<file path="config.mk">
export PLATFORM = sky130hd
export DESIGN_NAME = psd_top
export DESIGN_NICKNAME = d
export VERILOG_FILES = /design/src/hw/psd_pkg.sv /design/src/hw/psd_top.sv /design/src/hw/psd_strap_sync.sv
export VERILOG_INCLUDE_DIRS = /design/src /design/src/hw
export SDC_FILE = /design/constraint.sdc
export NUM_CORES = 1
export LEC_CHECK = 0
export BUFFER_PORTS_ARGS = -buffer_cell sky130_fd_sc_hd__buf_2
export CORE_MARGIN = 3
export CORE_UTILIZATION = 45
export DETAILED_ROUTE_END_ITERATION = 10
export GPL_TIMING_DRIVEN = 0
export PLACE_DENSITY = 0.76
export SYNTH_ARGS = -nofsm -noshare
export SYNTH_HDL_FRONTEND = slang
export SYNTH_SLANG_ARGS = --single-unit
export TNS_END_PERCENT = 5
</file>
<file path="constraint.sdc">
create_clock -name pclk -period 2.5 [get_ports pclk]
set_input_delay 0.25 -clock pclk [delete_from_list [all_inputs] [get_ports pclk]]
set_output_delay 0.25 -clock pclk [all_outputs]
set_load 0.01 [all_outputs]
</file>
<file path="src/hw/psd_params.svh">
`ifndef PSD_PARAMS_SVH
`define PSD_PARAMS_SVH

// ---------------------------------------------------------------
// register byte offsets
// ---------------------------------------------------------------
`define PSD_OFF_BASIC 8'h00
`define PSD_OFF_ADV 8'h04
`define PSD_OFF_MODES 8'h08
`define PSD_OFF_FLOW 8'h0C
`define PSD_OFF_VPART 8'h10
`define PSD_OFF_STATUS 8'h14
`define PSD_OFF_CTRL 8'h18

// ---------------------------------------------------------------
// field positions
// ---------------------------------------------------------------
`define PSD_BC_DUPLEX 8
`define PSD_BC_AN 12
`define PSD_BC_SPEED 13
`define PSD_ADV_10HD 5
`define PSD_ADV_10FD 6
`define PSD_ADV_SYM 10
`define PSD_ADV_ASYM 11
`define PSD_MODE_LSB 5
`define PSD_MODE_MSB 7
`define PSD_FC_BP 0
`define PSD_FC_RX 1
`define PSD_FC_TX 2
`define PSD_FC_MAN 3
`define PSD_VP_10HD 5
`define PSD_VP_10FD 6
`define PSD_VP_100HD 7
`define PSD_VP_100FD 8
`define PSD_ST_STRAP_MSB 6
`define PSD_ST_READY 8
`define PSD_ST_P0SPEED 9
`define PSD_CTRL_RELOAD 0

// ---------------------------------------------------------------
// values and counts
// ---------------------------------------------------------------
// strap defaults: an, speed, duplex, bp, fd pause, manual, p0 speed
`define PSD_STRAP_DEFAULTS 7'h77
`define PSD_MODE_AN 3'h7
`define PSD_SETTLE_LAST 2'h2
`define PSD_RDATA_IDLE 32'h0000_0000

`endif

</file>
<file path="src/hw/psd_pkg.sv">
package psd_pkg;

	// captured soft-strap values
	typedef struct packed {
		logic p2_an;
		logic p2_speed;
		logic p2_duplex;
		logic p2_bp;
		logic p2_fd_pause;
		logic p2_manual;
		logic p0_speed;
	} psd_straps_t;

	// register bits whose reset values follow the straps, except vp_10fd and vp_10hd, which are fixed at 1
	typedef struct packed {
		logic autoneg_enable_bit;
		logic speed_select_low_bit;
		logic duplex_mode_bit;
		logic adv_10hd;
		logic adv_10fd;
		logic adv_sym;
		logic adv_asym;
		logic [2:0] mode;
		logic port2_backpressure_enable;
		logic port2_tx_pause_enable;
		logic port2_rx_pause_enable;
		logic port2_manual_pause_select;
		logic vp_100fd;
		logic vp_100hd;
		logic vp_10fd;
		logic vp_10hd;
	} psd_regs_t;

	typedef enum logic [1:0] {
		PH_SETTLE,
		PH_LOAD,
		PH_RUN
	} psd_phase_t;

	typedef struct packed {
		psd_phase_t phase;
		logic [1:0] settle;
		psd_straps_t straps;
		psd_regs_t regs;
		logic [31:0] prdata;
		logic pready;
		logic pslverr;
		logic port0_speed_100;
		logic ready;
	} psd_state_t;

endpackage : psd_pkg

</file>
<file path="src/hw/psd_top.sv">
`timescale 1ns/100ps
`include "psd_params.svh"

module psd_top (
	input wire logic pclk,
	input wire logic presetn,
	input wire logic psel,
	input wire logic penable,
	input wire logic pwrite,
	input wire logic [7:0] paddr,
	input wire logic [31:0] pwdata,
	output logic [31:0] prdata,
	output logic pready,
	output logic pslverr,
	input wire psd_pkg::psd_straps_t strap_pins,
	input wire logic ee_present,
	input wire logic ee_valid,
	input wire psd_pkg::psd_straps_t ee_straps,
	input wire logic ee_done,
	input wire logic van_fail,
	input wire logic van_speed_100,
	output logic port0_speed_100,
	output logic straps_ready
);
	import psd_pkg::*;

	psd_state_t state;
	psd_state_t next_state;
	psd_straps_t strap_sync;
	logic setup;
	logic done;
	logic was_load;

	// ---------------------------------------------------------------
	// functions
	// ---------------------------------------------------------------
	// register bit defaults derived from the straps
	function automatic psd_regs_t strap_defaults(input psd_straps_t s);
		psd_regs_t r;
		logic ten;
		r = '0;
		ten = s.p2_an | ~s.p2_speed;
		r.autoneg_enable_bit = s.p2_an;
		r.speed_select_low_bit = s.p2_an | s.p2_speed;
		r.duplex_mode_bit = s.p2_an | s.p2_duplex;
		r.adv_10hd = ten;
		r.adv_10fd = ten & s.p2_duplex;
		r.mode = s.p2_an ? `PSD_MODE_AN : {1'b0, s.p2_speed, s.p2_duplex};
		r.port2_backpressure_enable = s.p2_bp;
		r.port2_tx_pause_enable = s.p2_fd_pause;
		r.port2_rx_pause_enable = s.p2_fd_pause;
		r.port2_manual_pause_select = s.p2_manual;
		r.adv_sym = ~s.p2_manual;
		r.adv_asym = s.p2_fd_pause & ~s.p2_manual;
		r.vp_100fd = s.p0_speed;
		r.vp_100hd = s.p0_speed;
		r.vp_10fd = 1'b1;
		r.vp_10hd = 1'b1;
		return r;
	endfunction : strap_defaults

	// true for every mapped offset
	function automatic logic addr_known(input logic [7:0] a);
		case (a)
			`PSD_OFF_BASIC, `PSD_OFF_ADV, `PSD_OFF_MODES, `PSD_OFF_FLOW,
			`PSD_OFF_VPART, `PSD_OFF_STATUS, `PSD_OFF_CTRL: return 1'b1;
			default: return 1'b0;
		endcase
	endfunction : addr_known

	// read data for an offset
	function automatic logic [31:0] rd_word(input psd_state_t s,
		input logic [7:0] a);
		logic [31:0] w;
		w = `PSD_RDATA_IDLE;
		case (a)
			`PSD_OFF_BASIC: begin
				w[`PSD_BC_AN] = s.regs.autoneg_enable_bit;
				w[`PSD_BC_SPEED] = s.regs.speed_select_low_bit;
				w[`PSD_BC_DUPLEX] = s.regs.duplex_mode_bit;
			end
			`PSD_OFF_ADV: begin
				w[`PSD_ADV_10HD] = s.regs.adv_10hd;
				w[`PSD_ADV_10FD] = s.regs.adv_10fd;
				w[`PSD_ADV_SYM] = s.regs.adv_sym;
				w[`PSD_ADV_ASYM] = s.regs.adv_asym;
			end
			`PSD_OFF_MODES: w[`PSD_MODE_MSB:`PSD_MODE_LSB] = s.regs.mode;
			`PSD_OFF_FLOW: begin
				w[`PSD_FC_BP] = s.regs.port2_backpressure_enable;
				w[`PSD_FC_RX] = s.regs.port2_rx_pause_enable;
				w[`PSD_FC_TX] = s.regs.port2_tx_pause_enable;
				w[`PSD_FC_MAN] = s.regs.port2_manual_pause_select;
			end
			`PSD_OFF_VPART: begin
				w[`PSD_VP_10HD] = s.regs.vp_10hd;
				w[`PSD_VP_10FD] = s.regs.vp_10fd;
				w[`PSD_VP_100HD] = s.regs.vp_100hd;
				w[`PSD_VP_100FD] = s.regs.vp_100fd;
			end
			`PSD_OFF_STATUS: begin
				w[`PSD_ST_STRAP_MSB:0] = s.straps;
				w[`PSD_ST_READY] = s.ready;
				w[`PSD_ST_P0SPEED] = s.port0_speed_100;
			end
			default: w = `PSD_RDATA_IDLE;
		endcase
		return w;
	endfunction : rd_word

	// ---------------------------------------------------------------
	// strap pin synchroniser
	// ---------------------------------------------------------------
	psd_strap_sync #(
		.W($bits(psd_straps_t))
	) u_sync (
		.pclk(pclk),
		.presetn(presetn),
		.din(strap_pins),
		.dout(strap_sync)
	);

	// apb phase decode
	assign setup = psel & ~penable;
	assign done = psel & penable & state.pready;

	// ---------------------------------------------------------------
	// next state
	// ---------------------------------------------------------------
	always_comb begin
		next_state = state;
		// strap capture and loader sequence
		unique case (state.phase)
			PH_SETTLE: begin
				if (state.settle == `PSD_SETTLE_LAST) begin
					next_state.straps = strap_sync;
					next_state.phase = PH_LOAD;
				end else begin
					next_state.settle = state.settle + 2'h1;
				end
			end
			PH_LOAD: begin
				if (ee_present && ee_valid) begin
					next_state.straps = ee_straps;
				end
				if (!ee_present || ee_done) begin
					// defaults applied here and again on a CTRL reload, straps frozen after
					next_state.regs = strap_defaults(next_state.straps);
					next_state.phase = PH_RUN;
					next_state.ready = 1'b1;
				end
			end
			PH_RUN: begin
				next_state.phase = PH_RUN;
			end
		endcase
		// port 0 speed falls back to its strap
		next_state.port0_speed_100 = van_fail ? state.straps.p0_speed
			: van_speed_100;
		// answer one cycle after setup, held off until running
		next_state.pready = psel & (state.phase == PH_RUN) & ~done;
		if (next_state.pready && !state.pready) begin
			next_state.prdata = rd_word(state, paddr);
			next_state.pslverr = ~addr_known(paddr);
		end
		// register writes take effect at completion
		if (done && pwrite) begin
			case (paddr)
				`PSD_OFF_BASIC: begin
					next_state.regs.autoneg_enable_bit = pwdata[`PSD_BC_AN];
					next_state.regs.speed_select_low_bit = pwdata[`PSD_BC_SPEED];
					next_state.regs.duplex_mode_bit = pwdata[`PSD_BC_DUPLEX];
				end
				`PSD_OFF_ADV: begin
					next_state.regs.adv_10hd = pwdata[`PSD_ADV_10HD];
					next_state.regs.adv_10fd = pwdata[`PSD_ADV_10FD];
					next_state.regs.adv_sym = pwdata[`PSD_ADV_SYM];
					next_state.regs.adv_asym = pwdata[`PSD_ADV_ASYM];
				end
				`PSD_OFF_MODES: begin
					next_state.regs.mode = pwdata[`PSD_MODE_MSB:`PSD_MODE_LSB];
				end
				`PSD_OFF_FLOW: begin
					next_state.regs.port2_backpressure_enable = pwdata[`PSD_FC_BP];
					next_state.regs.port2_rx_pause_enable = pwdata[`PSD_FC_RX];
					next_state.regs.port2_tx_pause_enable = pwdata[`PSD_FC_TX];
					next_state.regs.port2_manual_pause_select = pwdata[`PSD_FC_MAN];
				end
				`PSD_OFF_VPART: begin
					next_state.regs.vp_10hd = pwdata[`PSD_VP_10HD];
					next_state.regs.vp_10fd = pwdata[`PSD_VP_10FD];
					next_state.regs.vp_100hd = pwdata[`PSD_VP_100HD];
					next_state.regs.vp_100fd = pwdata[`PSD_VP_100FD];
				end
				`PSD_OFF_CTRL: begin
					// soft reset of the strap-derived bits
					if (pwdata[`PSD_CTRL_RELOAD]) begin
						next_state.regs = strap_defaults(state.straps);
					end
				end
				default: next_state.regs = state.regs;
			endcase
		end
	end

	// ---------------------------------------------------------------
	// registers
	// ---------------------------------------------------------------
	always_ff @(posedge pclk or negedge presetn) begin
		if (!presetn) begin
			state <= '0;
		end else begin
			state <= next_state;
		end
	end

	// outputs straight from the state flops
	assign prdata = state.prdata;
	assign pready = state.pready;
	assign pslverr = state.pslverr;
	assign port0_speed_100 = state.port0_speed_100;
	assign straps_ready = state.ready;

	assign was_load = (state.phase == PH_LOAD) && (next_state.phase == PH_RUN);
endmodule : psd_top

</file>
<file path="src/hw/psd_strap_sync.sv">
`timescale 1ns/100ps

// two-stage synchroniser for the strap pins
module psd_strap_sync #(
	parameter int W = 7
) (
	input wire logic pclk,
	input wire logic presetn,
	input wire logic [W-1:0] din,
	output logic [W-1:0] dout
);
	import psd_pkg::*;

	typedef struct packed {
		logic [W-1:0] s1;
		logic [W-1:0] s2;
	} psd_sync_t;

	psd_sync_t state;
	psd_sync_t next_state;

	// first stage feeds only the second
	always_comb begin
		next_state = state;
		next_state.s1 = din;
		next_state.s2 = state.s1;
	end

	// ---------------------------------------------------------------
	// registers
	// ---------------------------------------------------------------
	always_ff @(posedge pclk or negedge presetn) begin
		if (!presetn) begin
			state <= '0;
		end else begin
			state <= next_state;
		end
	end

	assign dout = state.s2;

endmodule : psd_strap_sync

</file>
# --- Word level (Yosys, flattened, before mapping) ---
# Index checks and enable logic that the tools add are counted.
word_totals:
  regBits: 61
  latch_bits: 0
  ramBits: 0
  romBits: 0
  n_memories: 0
classes:
  add_sub_neg: 1
  mul: 0
  div: 0
  order_cmp: 0
  n_eq_ne: 16
  n_shift: 0
  n_mux: 29
  n_bitwise: 21
  reduce_logical: 19
op_table:
  columns: ["op", "n"]
  rows:
  - ["18-bit two-way mux", 4]
  - ["4-bit one-hot mux with 3 select lines", 3]
  - ["8-bit by 5-bit equality test with 1-bit output (second input constant)", 3]
  - ["7-bit two-way mux", 3]
  - ["4-bit by 2-bit inequality test with 1-bit output (second input constant)", 5]
  - ["4-bit OR reduction", 5]
  - ["3-bit one-hot mux with 3 select lines", 2]
  - ["8-bit by 4-bit equality test with 1-bit output (second input constant)", 2]
  - ["7-bit one-hot mux with 2 select lines", 1]
  - ["1-bit bitwise AND", 8]
  - ["8-bit by 3-bit equality test with 1-bit output (second input constant)", 1]
  - ["8-bit zero test", 1]
  - ["2-bit two-way mux", 4]
  - ["2-bit one-hot mux with 4 select lines", 1]
  - ["4-bit one-hot mux with 2 select lines", 1]
  - ["2-bit AND reduction", 4]
  - ["1-bit NOT", 7]
  - ["7-bit OR reduction", 1]
  - ["3-bit two-way mux", 2]
  - ["1-bit bitwise OR", 6]
  - ["2-bit one-hot mux with 3 select lines", 1]
  - ["1-bit two-way mux", 5]
  - ["2-bit equality test (second input constant)", 2]
  - ["2-bit inequality test (second input constant)", 2]
  - ["other kinds (9)", 12]

# --- Depth between registers and ports, before layout ---
logic_depth:
  depth_word: 11
  depth_mapped: 8
  ltp_nobuf: 7

# --- By module ---
# From an unflattened synthesis, not the netlist that was laid out.
unflattened:
  cells_unflattened: 399
  area_unflattened_um2: 3611.0
by_module_without_submodules:
  columns: ["module", "n_inst", "cells_per_inst", "area_per_inst_um2", "seq_area_each_um2"]
  rows:
  - ["psd_top", 1, 385, 3260.6, 1176.1]
  - ["psd_strap_sync", 1, 14, 350.3, 350.3]

# --- Worst setup path after synthesis ---
# OpenSTA, ideal clock, no wires.
synth_path:
  path_type: "in2reg"
  from: "input port paddr[4]"
  to: "register state[50] (netlist bit)"
  setup_time_ps: 126
  t_arrival_ps: 1824
  setup_slack_ps: 550
  stages: 8
  cell_sequence: "buf_4 -> or4b_1 -> buf_6 -> or2_1 -> buf_2 -> nand3_1 -> o21ai_0 -> a221o_1"
synth_between:
  elab_chain_cells: 4
synth_lines:
  columns: ["element", "line_no", "text"]
  rows:
  - ["start: declaration", "psd_top.sv:10", "input wire logic [7:0] paddr,"]
  - ["8-bit by 5-bit equality test with 1-bit output, or another cell as far along", "psd_top.sv:168", "case (paddr)"]
  - ["4-bit OR reduction (no line)", null, null]
  - ["4-bit one-hot mux with 3 select lines", "psd_top.sv:168", null]
  - ["18-bit two-way mux", "psd_top.sv:167", "if (done && pwrite) begin"]
  - ["end signal: assignment", "psd_top.sv:213", "state <= next_state;"]
  - ["end: declaration", "psd_top.sv:27", "psd_state_t state;"]
# Parallel ways exist; a longest one is shown, timed or not.
# A chain may end at the register's enable or synchronous reset.

# --- Final worst setup path ---
layout_path:
  from: "register state[64] (netlist bit)"
  to: "register state[52] (netlist bit)"
layout_between:
  elab_chain_cells: 5
layout_lines:
  columns: ["element", "line_no", "text"]
  rows:
  - ["2-bit by 1-bit equality test with 1-bit output (*)", "psd_top.sv:133", "unique case (state.phase)"]
  - ["18-bit two-way mux (*)", "psd_top.sv:133", null]
  - ["18-bit two-way mux", "psd_top.sv:197", "if (pwdata[`PSD_CTRL_RELOAD]) begin"]
  - ["3-bit one-hot mux with 3 select lines", "psd_top.sv:168", null]
  - ["18-bit two-way mux (*)", "psd_top.sv:167", null]
# Every way passes the cells marked *; elsewhere a longest branch is shown, timed or not.

==> results_dict.tcl <==
set metrics [dict create \
    layout.nets 560 \
    fin_setup_tns_ps 0 \
    clock.fmax_mhz 441 \
    drt-wirelength-per-cell_microns 17.7 \
    async_flop_share_pct 100 \
    drive_gt1_share_pct 26.2 \
    io_pins 100 \
    status "finished, violations left" \
    crit_required_ps 2760 \
    dp_hpwl_mm 7.94 \
    yosysWarnings 0 \
    ant_nets 0 \
    r2r-end "state[52]" \
    path_cells "inv_1 > ha_1 > clkbuf_1 > nand2_1 > a2111oi_1 > o21ai_0 > o211ai_1" \
    synth_edf_count 0 \
    fin_skew_ps 9.23 \
    syn-instance-count 404 \
    fill_cells 725 \
    layout_setup_ws_ps 234 \
    clock_sinks 61 \
    hold_viol_final 26 \
    cts.reportedPaths.clkPinSlew_ps 70 \
    period_needed_ps 2270 \
    num_rows 32 \
    dr.pass1.iters 5 \
    synth_cell_types 62 \
    gp_congestion 0.983 \
    mostFrequentLayoutCells "buf_2 (61), dfrtp_1 (61), nand2_1 (37), nor2_1 (35), buf_4 (34)" \
    first_global_vias 3236 \
    ff2ff_path_depth 7 \
    vias 3494 \
    critPathBufInv 2 \
    fin_total_pwr_w 0.00386 \
    maxCapViolations 0 \
    end_kind "flip-flop" \
    die_area_sq_um 9260 \
    max_slew_margin_pct 34.3 \
    syn_to_final_growth_pct 19.7 \
    rsz0062_at_grt "no" \
    yosysSeqAreaShare_pct 41.7 \
    critical_path_peak_fanout 9 \
    r2r_slack_ps 230 \
    initial_core_util_pct 46.9 \
    yosys_most_used_dff "dfrtp_1" \
    maxSlewViolCount 0 \
    pre_cts_slack_ps 9.99 \
    die_h_microns 96.2 \
    peakVddDrop_v 0.000485 \
    die_width_microns 96.2 \
    overflow 0 \
    fp.coreArea_sq_um 7810 \
    grt_pass1_wl_mm 16.5 \
    leakage_nw 2.04 \
    postCtsSetupBuffers 0 \
    grt_max_degree 62 \
    drt_wl_total_mm 10.6 \
    period_share_pct 90.7 \
    setup_viol 0 \
    diodes 0 \
    clk_latency_ps 340 \
    start_kind "flip-flop" \
    crit_path_max_incr_delay_ps 640 \
    syn_area_sq_um 3660 \
    grt_antenna_before_repair 0 \
    path_class "flip-flop to flip-flop" \
    arrival_ps 2530 \
    cts_buffers 9 \
    cts_resized 0 \
    yosys_register_bits 61 \
    drc_errors 0 \
    grt_usage_pct 23.7 \
    htree_levels 3 \
    cts_tree "done" \
    worstReg2RegStart "state[64]" \
    drt_iter0_markers 332 \
    vias_per_cell 5.83 \
    root_buffer "clkbuf_8" \
    cp_top_family "compound AO/OA/AOI/OAI gates" \
    cts_hold_buf 0 \
    holdWs_ps -30.3 \
    critPathSlowestCell "a2111oi_1" \
    power.density_nw_per_um2 879 \
    synth_area_per_cell_sq_um 9.07 \
    port_buffers 60 \
    tightest_slew_ps 978 \
    failed_checks "negative hold slack" \
    hold_path.class "primary input to async pin" \
    clockBufferDepth 2 \
]
-- report_power, final --
part	switching (W)	leakage, nW	internal [W]	total (W)
logic	0.000744	1.18	0.000593	0.00134
clock network	0.000392	0.116	0.000613	0.00101
registers	0.000249	0.738	0.00126	0.00151
total	0.00139	2.04	0.00247	0.00386
-- state kept, by name, indices dropped and copies added, names as in the netlist --
name               flops
u_sync.next_state      7
prdata                14
port0_speed_100        1
u_sync.dout            7
pslverr                1
pready                 1
straps_ready           1
state                 29
-- worst reg2reg max path: stages, from the launching register on --
cell	delay (ps)
dfrtp_1	390
inv_1	80
ha_1	140
clkbuf_1	260
nand2_1	340
a2111oi_1	640
o21ai_0	220
o211ai_1	130
-- final cells by class --
type                    count  area [sq um]  area share [%]
clock buffers              12           155            3.54
clock inverters             4          70.1            1.60
well taps                 102           128            2.91
repair buffers             60           303            6.90
inverters                   9          33.8           0.770
plain buffers              55           347            7.90
multi-input cells         296          1820            41.6
flip-flops and latches     61          1530            34.8
-- synthesized netlist by cell type (2+ instances only) --
master | count | area [sq um]
a221o_1 | 12 | 120
nor2b_1 | 4 | 25.0
a22oi_1 | 3 | 22.5
a221oi_1 | 2 | 17.5
nand2_1 | 37 | 139
and4_1 | 2 | 17.5
nor2_1 | 35 | 131
nor3_1 | 17 | 85.1
o221a_2 | 4 | 45.0
nand2b_1 | 7 | 43.8
and2_1 | 3 | 18.8
dfrtp_1 | 61 | 1530
ha_1 | 4 | 50.1
or4b_1 | 2 | 20.0
o211ai_1 | 5 | 37.5
buf_4 | 33 | 248
a21oi_1 | 16 | 80.1
nor3b_1 | 3 | 22.5
o21a_1 | 2 | 15.0
a22o_1 | 5 | 43.8
o21ai_0 | 25 | 125
inv_1 | 9 | 33.8
a2111oi_0 | 2 | 17.5
o31ai_1 | 2 | 15.0
clkbuf_1 | 17 | 63.8
mux2i_1 | 5 | 50.1
or4_1 | 2 | 15.0
a32oi_1 | 2 | 17.5
o22ai_1 | 8 | 50.1
a31oi_1 | 2 | 12.5
or3_1 | 3 | 18.8
a211o_1 | 6 | 52.6
or2_2 | 3 | 18.8
nand3_1 | 20 | 100
o311ai_0 | 2 | 17.5
mux2_2 | 4 | 45.0
buf_2 | 2 | 10.0
and3_1 | 7 | 43.8
nand4_1 | 3 | 18.8
-- cells by family after synthesis --
| group | synth area share, % |
|---|---|
| mux | 2.59 |
| buf+inv | 10.4 |
| other cells | 0.102 |
| flops | 41.7 |
| simple gates | 21.6 |
| fa+ha+maj | 1.64 |
| xor+xnor | 0.239 |
| compound gates | 21.8 |
-- metrics by stage --
step | instances | util, % | cell area (sq um)
6_report | 599 | 56.2 | 4390
5_1_grt | 599 | 56.2 | 4390
4_1_cts | 599 | 56.1 | 4380
3_5_place_dp | 583 | 53.2 | 4160
3_3_place_gp | 583 | 53.2 | 4160
2_1_floorplan | 421 | - | 3730
-- how the worst max path moves through the flow --
stage | start | end | slack [ps] | cells after the start
finish | state[64] | state[52] | 230 | 7
global route | state[64] | state[52] | 20 | 7
global placement | paddr[5] | state[45] | -80 | 6
floorplan | paddr[4] | state[50] | 550 | 8
CTS | state[64] | state[52] | 70 | 7
detailed placement | paddr[5] | state[52] | 10 | 6
-- per-layer routing --
metal  track usage [%]  wire, microns  up-vias
met2              37.3           4900      182
met1              31.9           4650     1671
met3              3.91            786       25
met5                 0              0        -
li1                  -              -     1616
met4              10.5            241        0
Power figures use the tool's default switching activity.
